### src/t2crb_pkg.sv
// Package with register map, field layout and timing counts of the timer.
// Summary of operation
// - Rollover from all-ones sets sticky overflow flag.
// - Rollover sets overflow only with baud selects clear.
// - Software writing overflow flag raises enabled interrupt.
// - Enabled edge pin falling edge sets sticky flag.
// - Software setting edge flag raises enabled interrupt.
// - Receive baud select picks receive timebase.
// - Transmit baud select picks transmit timebase.
// - Any baud select forces divide-by-two baud mode.
// - Outside baud mode, edge acts only when enabled.
// - Run bit counts when set, holds when clear except for edge reload.
// - Source select picks internal ticks or count pin.
// - Baud mode advances every two clocks regardless.
// - Baud mode ignores capture select, reloads on overflow.
// - Reload mode reloads on overflow and enabled edge.
// - Capture mode captures counter on enabled edge.
// - Capture low byte takes counter low, supplies reload.
// - Capture high byte takes counter high, supplies reload.
// - Counter bytes are software visible, reset zero.
package t2crb_pkg;

  // --------------------------------------------------------------------
  // Register indices; byte address is four times the index.
  // --------------------------------------------------------------------
  localparam logic [7:0] IDX_CTRL   = 8'hc8;
  localparam logic [7:0] IDX_CAP_LO = 8'hca;
  localparam logic [7:0] IDX_CAP_HI = 8'hcb;
  localparam logic [7:0] IDX_CNT_LO = 8'hcc;
  localparam logic [7:0] IDX_CNT_HI = 8'hcd;
  localparam logic [7:0] IDX_AUX    = 8'hce;

  // --------------------------------------------------------------------
  // Field layouts.
  // --------------------------------------------------------------------
  typedef struct packed {
    logic overflow_flag;
    logic external_edge_flag;
    logic rx_baud_select;
    logic tx_baud_select;
    logic external_edge_enable;
    logic run_control;
    logic count_source_select;
    logic capture_reload_select;
  } t2crb_ctrl_t;

  typedef struct packed {
    logic [5:0] unused;
    logic       irq_enable;
    logic       timer_speed_select;
  } t2crb_aux_t;

  // --------------------------------------------------------------------
  // Reset values and counter maximum.
  // --------------------------------------------------------------------
  localparam logic [7:0]  CTRL_RST = 8'h00;
  localparam logic [7:0]  CAP_RST  = 8'h00;
  localparam logic [15:0] CNT_RST  = 16'h0000;
  localparam logic [7:0]  AUX_RST  = 8'h00;
  localparam logic [15:0] CNT_MAX  = 16'hffff;

  // --------------------------------------------------------------------
  // Clocks per tick and serial modes.
  // --------------------------------------------------------------------
  localparam logic [3:0] DIV_SLOW = 4'hc;
  localparam logic [3:0] DIV_FAST = 4'h4;
  localparam logic [3:0] DIV_BAUD = 4'h2;
  localparam logic [1:0] SER_MODE1 = 2'h1;
  localparam logic [1:0] SER_MODE3 = 2'h3;

endpackage

### src/t2crb_timer.sv
// Timer with capture, auto-reload and baud generation, Avalon-MM slave.
`timescale 1ns/1ps
module t2crb_timer
(
  // Clock and reset
  input  wire logic        clk_sys,
  input  wire logic        sys_rst,
  // Avalon-MM slave
  input  wire logic [9:0]  avs_address,
  input  wire logic        avs_read,
  input  wire logic        avs_write,
  input  wire logic [31:0] avs_writedata,
  input  wire logic [3:0]  avs_byteenable,
  output logic      [31:0] avs_readdata,
  output logic             avs_waitrequest,
  // Pins
  input  wire logic        count_input_pin,
  input  wire logic        edge_input_pin,
  // Serial port zero timebase
  input  wire logic [1:0]  serial_mode,
  input  wire logic        timer1_overflow,
  output logic             rx_baud_tick,
  output logic             tx_baud_tick,
  // Events
  output logic             timer_irq,
  output logic             overflow_pulse
);

  // --------------------------------------------------------------------
  // Register decode.
  // --------------------------------------------------------------------
  function automatic logic reg_hit(input logic [9:0] addr,
                                   input logic [7:0] idx);
    reg_hit = (addr[9:2] == idx);
  endfunction

  t2crb_pkg::t2crb_ctrl_t ctrl_reg;
  t2crb_pkg::t2crb_aux_t  aux_reg;
  logic [7:0]             cap_lo_reg;
  logic [7:0]             cap_hi_reg;
  logic [15:0]            count_reg;
  logic [3:0]             pre_reg;
  logic [2:0]             cnt_pin_sync_reg;
  logic [2:0]             edge_pin_sync_reg;
  logic                   ack_reg;
  logic [31:0]            rdata_reg;
  logic                   rx_tick_reg;
  logic                   tx_tick_reg;
  logic                   ovf_pulse_reg;

  logic                   wr_en;
  logic                   ctrl_wr;
  logic                   cap_lo_wr;
  logic                   cap_hi_wr;
  logic                   cnt_lo_wr;
  logic                   cnt_hi_wr;
  logic                   aux_wr;
  logic [7:0]             wdata;
  logic [7:0]             rd_mux;
  logic                   baud_mode;
  logic                   cnt_fall;
  logic                   edge_fall;
  logic [3:0]             div_sel;
  logic                   pre_end;
  logic                   tick;
  logic                   ovf_evt;
  logic                   ext_evt;
  logic                   ext_act;
  logic                   reload;
  logic                   capture;
  logic                   async_mode;

  // --------------------------------------------------------------------
  // Bus handshake: one wait cycle, then the answer.
  // --------------------------------------------------------------------
  assign avs_waitrequest = (avs_read | avs_write) & ~ack_reg;
  assign wr_en = avs_write & ack_reg & avs_byteenable[0];
  assign wdata = avs_writedata[7:0];
  assign ctrl_wr   = wr_en & reg_hit(avs_address, t2crb_pkg::IDX_CTRL);
  assign cap_lo_wr = wr_en & reg_hit(avs_address, t2crb_pkg::IDX_CAP_LO);
  assign cap_hi_wr = wr_en & reg_hit(avs_address, t2crb_pkg::IDX_CAP_HI);
  assign cnt_lo_wr = wr_en & reg_hit(avs_address, t2crb_pkg::IDX_CNT_LO);
  assign cnt_hi_wr = wr_en & reg_hit(avs_address, t2crb_pkg::IDX_CNT_HI);
  assign aux_wr    = wr_en & reg_hit(avs_address, t2crb_pkg::IDX_AUX);

  always_ff @(posedge clk_sys)
  begin
    if (sys_rst)
      ack_reg <= 1'b0;
    else
      ack_reg <= (avs_read | avs_write) & ~ack_reg;
  end

  always_comb
  begin
    rd_mux = 8'h00;
    if (reg_hit(avs_address, t2crb_pkg::IDX_CTRL))
      rd_mux = ctrl_reg;
    else if (reg_hit(avs_address, t2crb_pkg::IDX_CAP_LO))
      rd_mux = cap_lo_reg;
    else if (reg_hit(avs_address, t2crb_pkg::IDX_CAP_HI))
      rd_mux = cap_hi_reg;
    else if (reg_hit(avs_address, t2crb_pkg::IDX_CNT_LO))
      rd_mux = count_reg[7:0];
    else if (reg_hit(avs_address, t2crb_pkg::IDX_CNT_HI))
      rd_mux = count_reg[15:8];
    else if (reg_hit(avs_address, t2crb_pkg::IDX_AUX))
      rd_mux = aux_reg;
  end

  always_ff @(posedge clk_sys)
  begin
    if (sys_rst)
      rdata_reg <= 32'h0000_0000;
    else if (avs_read & ~ack_reg)
      rdata_reg <= {24'h00_0000, rd_mux};
  end

  assign avs_readdata = rdata_reg;

  // --------------------------------------------------------------------
  // Pin synchronisers and falling edge detect.
  // --------------------------------------------------------------------
  always_ff @(posedge clk_sys)
  begin
    if (sys_rst)
    begin
      cnt_pin_sync_reg  <= 3'h0;
      edge_pin_sync_reg <= 3'h0;
    end
    else
    begin
      cnt_pin_sync_reg  <= {cnt_pin_sync_reg[1:0], count_input_pin};
      edge_pin_sync_reg <= {edge_pin_sync_reg[1:0], edge_input_pin};
    end
  end

  assign cnt_fall  = cnt_pin_sync_reg[2] & ~cnt_pin_sync_reg[1];
  assign edge_fall = edge_pin_sync_reg[2] & ~edge_pin_sync_reg[1];

  // --------------------------------------------------------------------
  // Tick generation.
  // --------------------------------------------------------------------
  assign baud_mode = ctrl_reg.rx_baud_select | ctrl_reg.tx_baud_select;

  always_comb
  begin
    if (baud_mode)
      div_sel = t2crb_pkg::DIV_BAUD;
    else if (aux_reg.timer_speed_select)
      div_sel = t2crb_pkg::DIV_FAST;
    else
      div_sel = t2crb_pkg::DIV_SLOW;
  end

  assign pre_end = (pre_reg >= div_sel - 4'h1);

  always_ff @(posedge clk_sys)
  begin
    if (sys_rst)
      pre_reg <= 4'h0;
    else if (!ctrl_reg.run_control || pre_end)
      pre_reg <= 4'h0;
    else
      pre_reg <= pre_reg + 4'h1;
  end

  always_comb
  begin
    if (!ctrl_reg.run_control)
      tick = 1'b0;
    else if (baud_mode || !ctrl_reg.count_source_select)
      tick = pre_end;
    else
      tick = cnt_fall;
  end

  // --------------------------------------------------------------------
  // Overflow, capture and reload decisions.
  // --------------------------------------------------------------------
  assign ovf_evt = tick & (count_reg == t2crb_pkg::CNT_MAX);
  assign ext_evt = edge_fall & ctrl_reg.external_edge_enable;
  assign ext_act = ext_evt & ~baud_mode;
  assign reload  = (ovf_evt & (baud_mode | ~ctrl_reg.capture_reload_select))
                 | (ext_act & ~ctrl_reg.capture_reload_select);
  assign capture = ext_act & ctrl_reg.capture_reload_select;

  // --------------------------------------------------------------------
  // Control register with hardware-set flags.
  // --------------------------------------------------------------------
  always_ff @(posedge clk_sys)
  begin
    if (sys_rst)
      ctrl_reg <= t2crb_pkg::CTRL_RST;
    else
    begin
      if (ctrl_wr)
        ctrl_reg <= wdata;
      if (ovf_evt && !baud_mode)
        ctrl_reg.overflow_flag <= 1'b1;
      if (ext_evt)
        ctrl_reg.external_edge_flag <= 1'b1;
    end
  end

  always_ff @(posedge clk_sys)
  begin
    if (sys_rst)
      aux_reg <= t2crb_pkg::AUX_RST;
    else if (aux_wr)
      aux_reg <= {6'h00, wdata[1:0]};
  end

  // --------------------------------------------------------------------
  // Capture and reload value registers.
  // --------------------------------------------------------------------
  always_ff @(posedge clk_sys)
  begin
    if (sys_rst)
      cap_lo_reg <= t2crb_pkg::CAP_RST;
    else if (cap_lo_wr)
      cap_lo_reg <= wdata;
    else if (capture)
      cap_lo_reg <= count_reg[7:0];
  end

  always_ff @(posedge clk_sys)
  begin
    if (sys_rst)
      cap_hi_reg <= t2crb_pkg::CAP_RST;
    else if (cap_hi_wr)
      cap_hi_reg <= wdata;
    else if (capture)
      cap_hi_reg <= count_reg[15:8];
  end

  // --------------------------------------------------------------------
  // Counter.
  // --------------------------------------------------------------------
  always_ff @(posedge clk_sys)
  begin
    if (sys_rst)
      count_reg <= t2crb_pkg::CNT_RST;
    else if (cnt_lo_wr)
      count_reg[7:0] <= wdata;
    else if (cnt_hi_wr)
      count_reg[15:8] <= wdata;
    else if (reload)
      count_reg <= {cap_hi_reg, cap_lo_reg};
    else if (tick)
      count_reg <= count_reg + 16'h0001;
  end

  // --------------------------------------------------------------------
  // Serial timebase selection and event outputs.
  // --------------------------------------------------------------------
  assign async_mode = (serial_mode == t2crb_pkg::SER_MODE1)
                    | (serial_mode == t2crb_pkg::SER_MODE3);

  always_ff @(posedge clk_sys)
  begin
    if (sys_rst)
    begin
      rx_tick_reg   <= 1'b0;
      tx_tick_reg   <= 1'b0;
      ovf_pulse_reg <= 1'b0;
    end
    else
    begin
      rx_tick_reg <= (ctrl_reg.rx_baud_select & async_mode)
                   ? ovf_evt : timer1_overflow;
      tx_tick_reg <= (ctrl_reg.tx_baud_select & async_mode)
                   ? ovf_evt : timer1_overflow;
      ovf_pulse_reg <= ovf_evt;
    end
  end

  assign rx_baud_tick   = rx_tick_reg;
  assign tx_baud_tick   = tx_tick_reg;
  assign overflow_pulse = ovf_pulse_reg;
  assign timer_irq = aux_reg.irq_enable
                   & (ctrl_reg.overflow_flag
                   | ctrl_reg.external_edge_flag);
endmodule // t2crb_timer

### config.mk
export PLATFORM = sky130hd
export DESIGN_NAME = t2crb_timer
export DESIGN_NICKNAME = d
export VERILOG_FILES = /design/src/t2crb_pkg.sv /design/src/t2crb_timer.sv
export SDC_FILE = /design/constraint.sdc
export NUM_CORES = 1
export LEC_CHECK = 0
export ABC_AREA = 1
export BUFFER_PORTS_ARGS = -buffer_cell sky130_fd_sc_hd__buf_4
export CORE_MARGIN = 10
export CORE_UTILIZATION = 30
export CTS_CLUSTER_SIZE = 8
export DETAILED_ROUTE_END_ITERATION = 10
export GPL_TIMING_DRIVEN = 0
export PLACE_DENSITY = 0.49
export SETUP_SLACK_MARGIN = 0.15
export SLEW_MARGIN = 40
export SYNTH_ARGS = -nofsm -noshare
export SYNTH_HDL_FRONTEND = slang
export SYNTH_SLANG_ARGS = --single-unit
### constraint.sdc
create_clock -name clk_sys -period 2.7 [get_ports clk_sys]
set_clock_uncertainty 0.05 [all_clocks]
set_input_delay 0.135 -clock clk_sys [delete_from_list [all_inputs] [get_ports clk_sys]]
set_output_delay 0.135 -clock clk_sys [all_outputs]
set_load 0.1 [all_outputs]
==> reports/metrics.yaml <==
fin_cells: 863
slew_viol_final: 0
cp_data_required_time_ps: 2870
crit_top_cell: "nand2_2"
die_h_um: 135
drt_first_iter_violations: 344
htree_levels: 3
synth-compound-area-share_pct: 14.8
grt_pass1_vias: 4034
die_x_um: 135
mostFrequentLayoutCells: "nand2_1 (142), nor2_1 (77), inv_1 (66)"
die_area_mm2: 0.0182
syn_to_final_growth_pct: 24.4
finalWorstSetupSlack_ps: 305
fin_nets: 745
synthCells: 611
dr.pass1.iters: 5
synth_xor_area_share_pct: 2.88
max_slew_margin_pct: 50.6
setup-tns-final_ps: 0
portBuffers: 37
min_period_ps: 2400
synth_fa_ha_area_share_pct: 1.26
via_per_inst: 4.87
design_area_mm2: 0.00492
seq_power_share_pct: 37.0
postRouteAntennaNets: 0
period_share_pct: 88.7
hold_violations: 0
synth_top_family_by_area: "simple AND/OR/NAND/NOR gates"
drcViolationCount: 0
placed_cells: 843
dpl_worst_slack_ps: 109
slowest_delay_ps: 510
combPwrFrac_pct: 12.1
clk_latency_ps: 340
cp-start-kind: "flip-flop"
outcome: "complete, no violations"
grt_start_max_net_pins: 14
cp_max_fo: 10
synth_area_mm2: 0.00396
setup_violations: 0
place_hpwl_um: 11600
wl_per_cell_um: 17.4
cp-end-kind: "flip-flop"
ir_drop_uv: 286
p_leak_uw: 0.00214
fmax_ghz: 0.417
synth_area_leaders: "dfxtp_1 (32%), nand2_1 (13%), nand3_1 (7.3%), nor2_1 (7.3%), inv_1 (6.3%)"
cts_buffers: 9
postSynthAreaPerCell_um2: 6.48
clkTransAtPathRegs_ps: 60
vias: 4206
hp-class: "in -> reg"
yosysSeqAreaShare_pct: 32.4
place_area_mm2: 0.00454
powerDensity_mw_per_mm2: 523
tightest_slew_ps: 741
p_int_uw: 1830
cp_slowest_cell: "dfxtp_1"
diodes: 0
rsz0062_at_grt: "false"
io_pins: 92
grt_first_pass_wirelength_um: 23000
yosysWarnings: 0
layout-drive-gt1-share_pct: 15.8
cts_tree: "done"
p_switching_uw: 744
cts_sinks: 64
swShare_pct: 28.8
clockRootBuffer: "clkbuf_16"
clockBufferDepth: 2
grt_antenna_before_repair: 0
synth_seq_cells: 64
drv_cap: 0
muxShareOfSynthArea_pct: 0
ys_types: 40
grt_overflow: 0
largest_reg_flops: 16
final_common_cell: "nand2_1"
crit_type: "reg -> reg"
cp_cell_sequence: "ha_1 > nand2_2 > nor2_4 > nand2_2 > nor2_4 > nand4_4 > nand3_1 > nand2_2 > buf_6 > nand2_1 > nand2_1 > nor2_1 > nor2_1"
start_util_pct: 31.0
cp.arrival_ps: 2560
total_power_uw: 2580
yosys.area_share.simple_pct: 35.4
routed_wl_um: 15100
r2r_cells: 13
place_congestion: 0.938
synth_top_cell_by_area: "dfxtp_1"
p_clk_share_pct: 50.9
synth_top_area_share_pct: 32.4
fp.coreArea_mm2: 0.0128
min_path_cells: 3
rows: 41
grt_use_total_pct: 16.4
[cell families (layout without fill, tap and decap cells)]
| family | Yosys count | count (layout) |
|---|---|---|
| XOR/XNOR | 13 | 13 |
| other | 1 | 24 |
| flip-flops | 64 | 64 |
| AND/OR/NAND/NOR | 313 | 313 |
| AO/OA/AOI/OAI | 106 | 106 |
| buffers and inverters | 110 | 167 |
| adder cells (fa/ha/maj) | 4 | 4 |
[layer usage]
| layer | routed length [um] | global-route usage [%] |
|---|---|---|
| met1 | 6730 | 20.7 |
| met2 | 7070 | 26.5 |
| met3 | 875 | 3.71 |
| met4 | 389 | 5.74 |
| met5 | 0 | 0 |
[worst paths after layout]
path | start | endpoint | slack, ps
worst max-delay path | count_reg[1]$_SDFFE_PP0P_ | count_reg[2]$_SDFFE_PP0P_ | 300
worst min-delay path | avs_read | ack_reg$_SDFF_PP0_ | 20
worst max register to register | count_reg[1]$_SDFFE_PP0P_ | count_reg[2]$_SDFFE_PP0P_ | 300
worst min register to register | cnt_pin_sync_reg[0]$_SDFF_PP0_ | cnt_pin_sync_reg[1]$_SDFF_PP0_ | 350
[metrics by stage]
step,hold WS (ps),util (%)
2_1_floorplan,192,-
3_3_place_gp,292,35.5
3_5_place_dp,294,35.5
4_1_cts,21.8,38.3
5_1_grt,58.5,38.5
6_report,22.2,38.5
[Yosys cell counts]
library cell / n
o21ai_1: 4
clkinv_1: 1
o211ai_1: 2
nor2_1: 77
nand3_2: 1
nor3_1: 6
a211oi_1: 1
xnor2_1: 3
nand4_2: 1
buf_6: 2
nor2_2: 4
clkbuf_1: 7
o21bai_1: 2
nor2_4: 3
nand2_4: 1
buf_2: 4
o22ai_1: 4
a21oi_1: 48
or2_2: 1
inv_2: 2
buf_1: 4
nand2_2: 6
nand4_4: 1
dfxtp_1: 64
nor3_4: 2
nand4_1: 7
xor2_1: 10
buf_4: 24
nand3_1: 58
a22o_1: 1
ha_1: 4
o21ai_0: 34
nand2_1: 142
a31oi_1: 2
o221ai_1: 1
nand3b_1: 2
conb_1: 1
nor3_2: 1
a311oi_1: 7
inv_1: 66
[worst max-delay path: cells and delay by family (launching register included)]
family / cells / cell delay [ps]
and+or+nand+nor: 11 / 1250
DFF: 1 / 510
adders and majority gates: 1 / 270
buffers and inverters: 1 / 170
[area by class of cell]
cell class	instances	area [um^2]
flip-flops and latches	64	1280
well taps	172	215
inverters	69	259
multi-input cells	460	2260
clock inverters	7	103
clock buffers	9	225
fillers	1406	7850
repair buffers	41	313
plain buffers	41	264
[power by group through the flow]
stage	registers (uW)	clock network, uW	logic, uW
after floorplan	986	0	226
after global placement	974	0	306
after detailed placement	974	0	306
after CTS	953	1330	309
after global routing	954	1370	325
final	953	1310	311
[repair_timing]
item,CTS,global route
pin swaps,0,2
resized for setup,1,3
setup endpoints to repair,8,16
setup buffers,0,2
hold endpoints to repair,2,0
hold buffers,2,0
(Power assumes the default switching activity.)
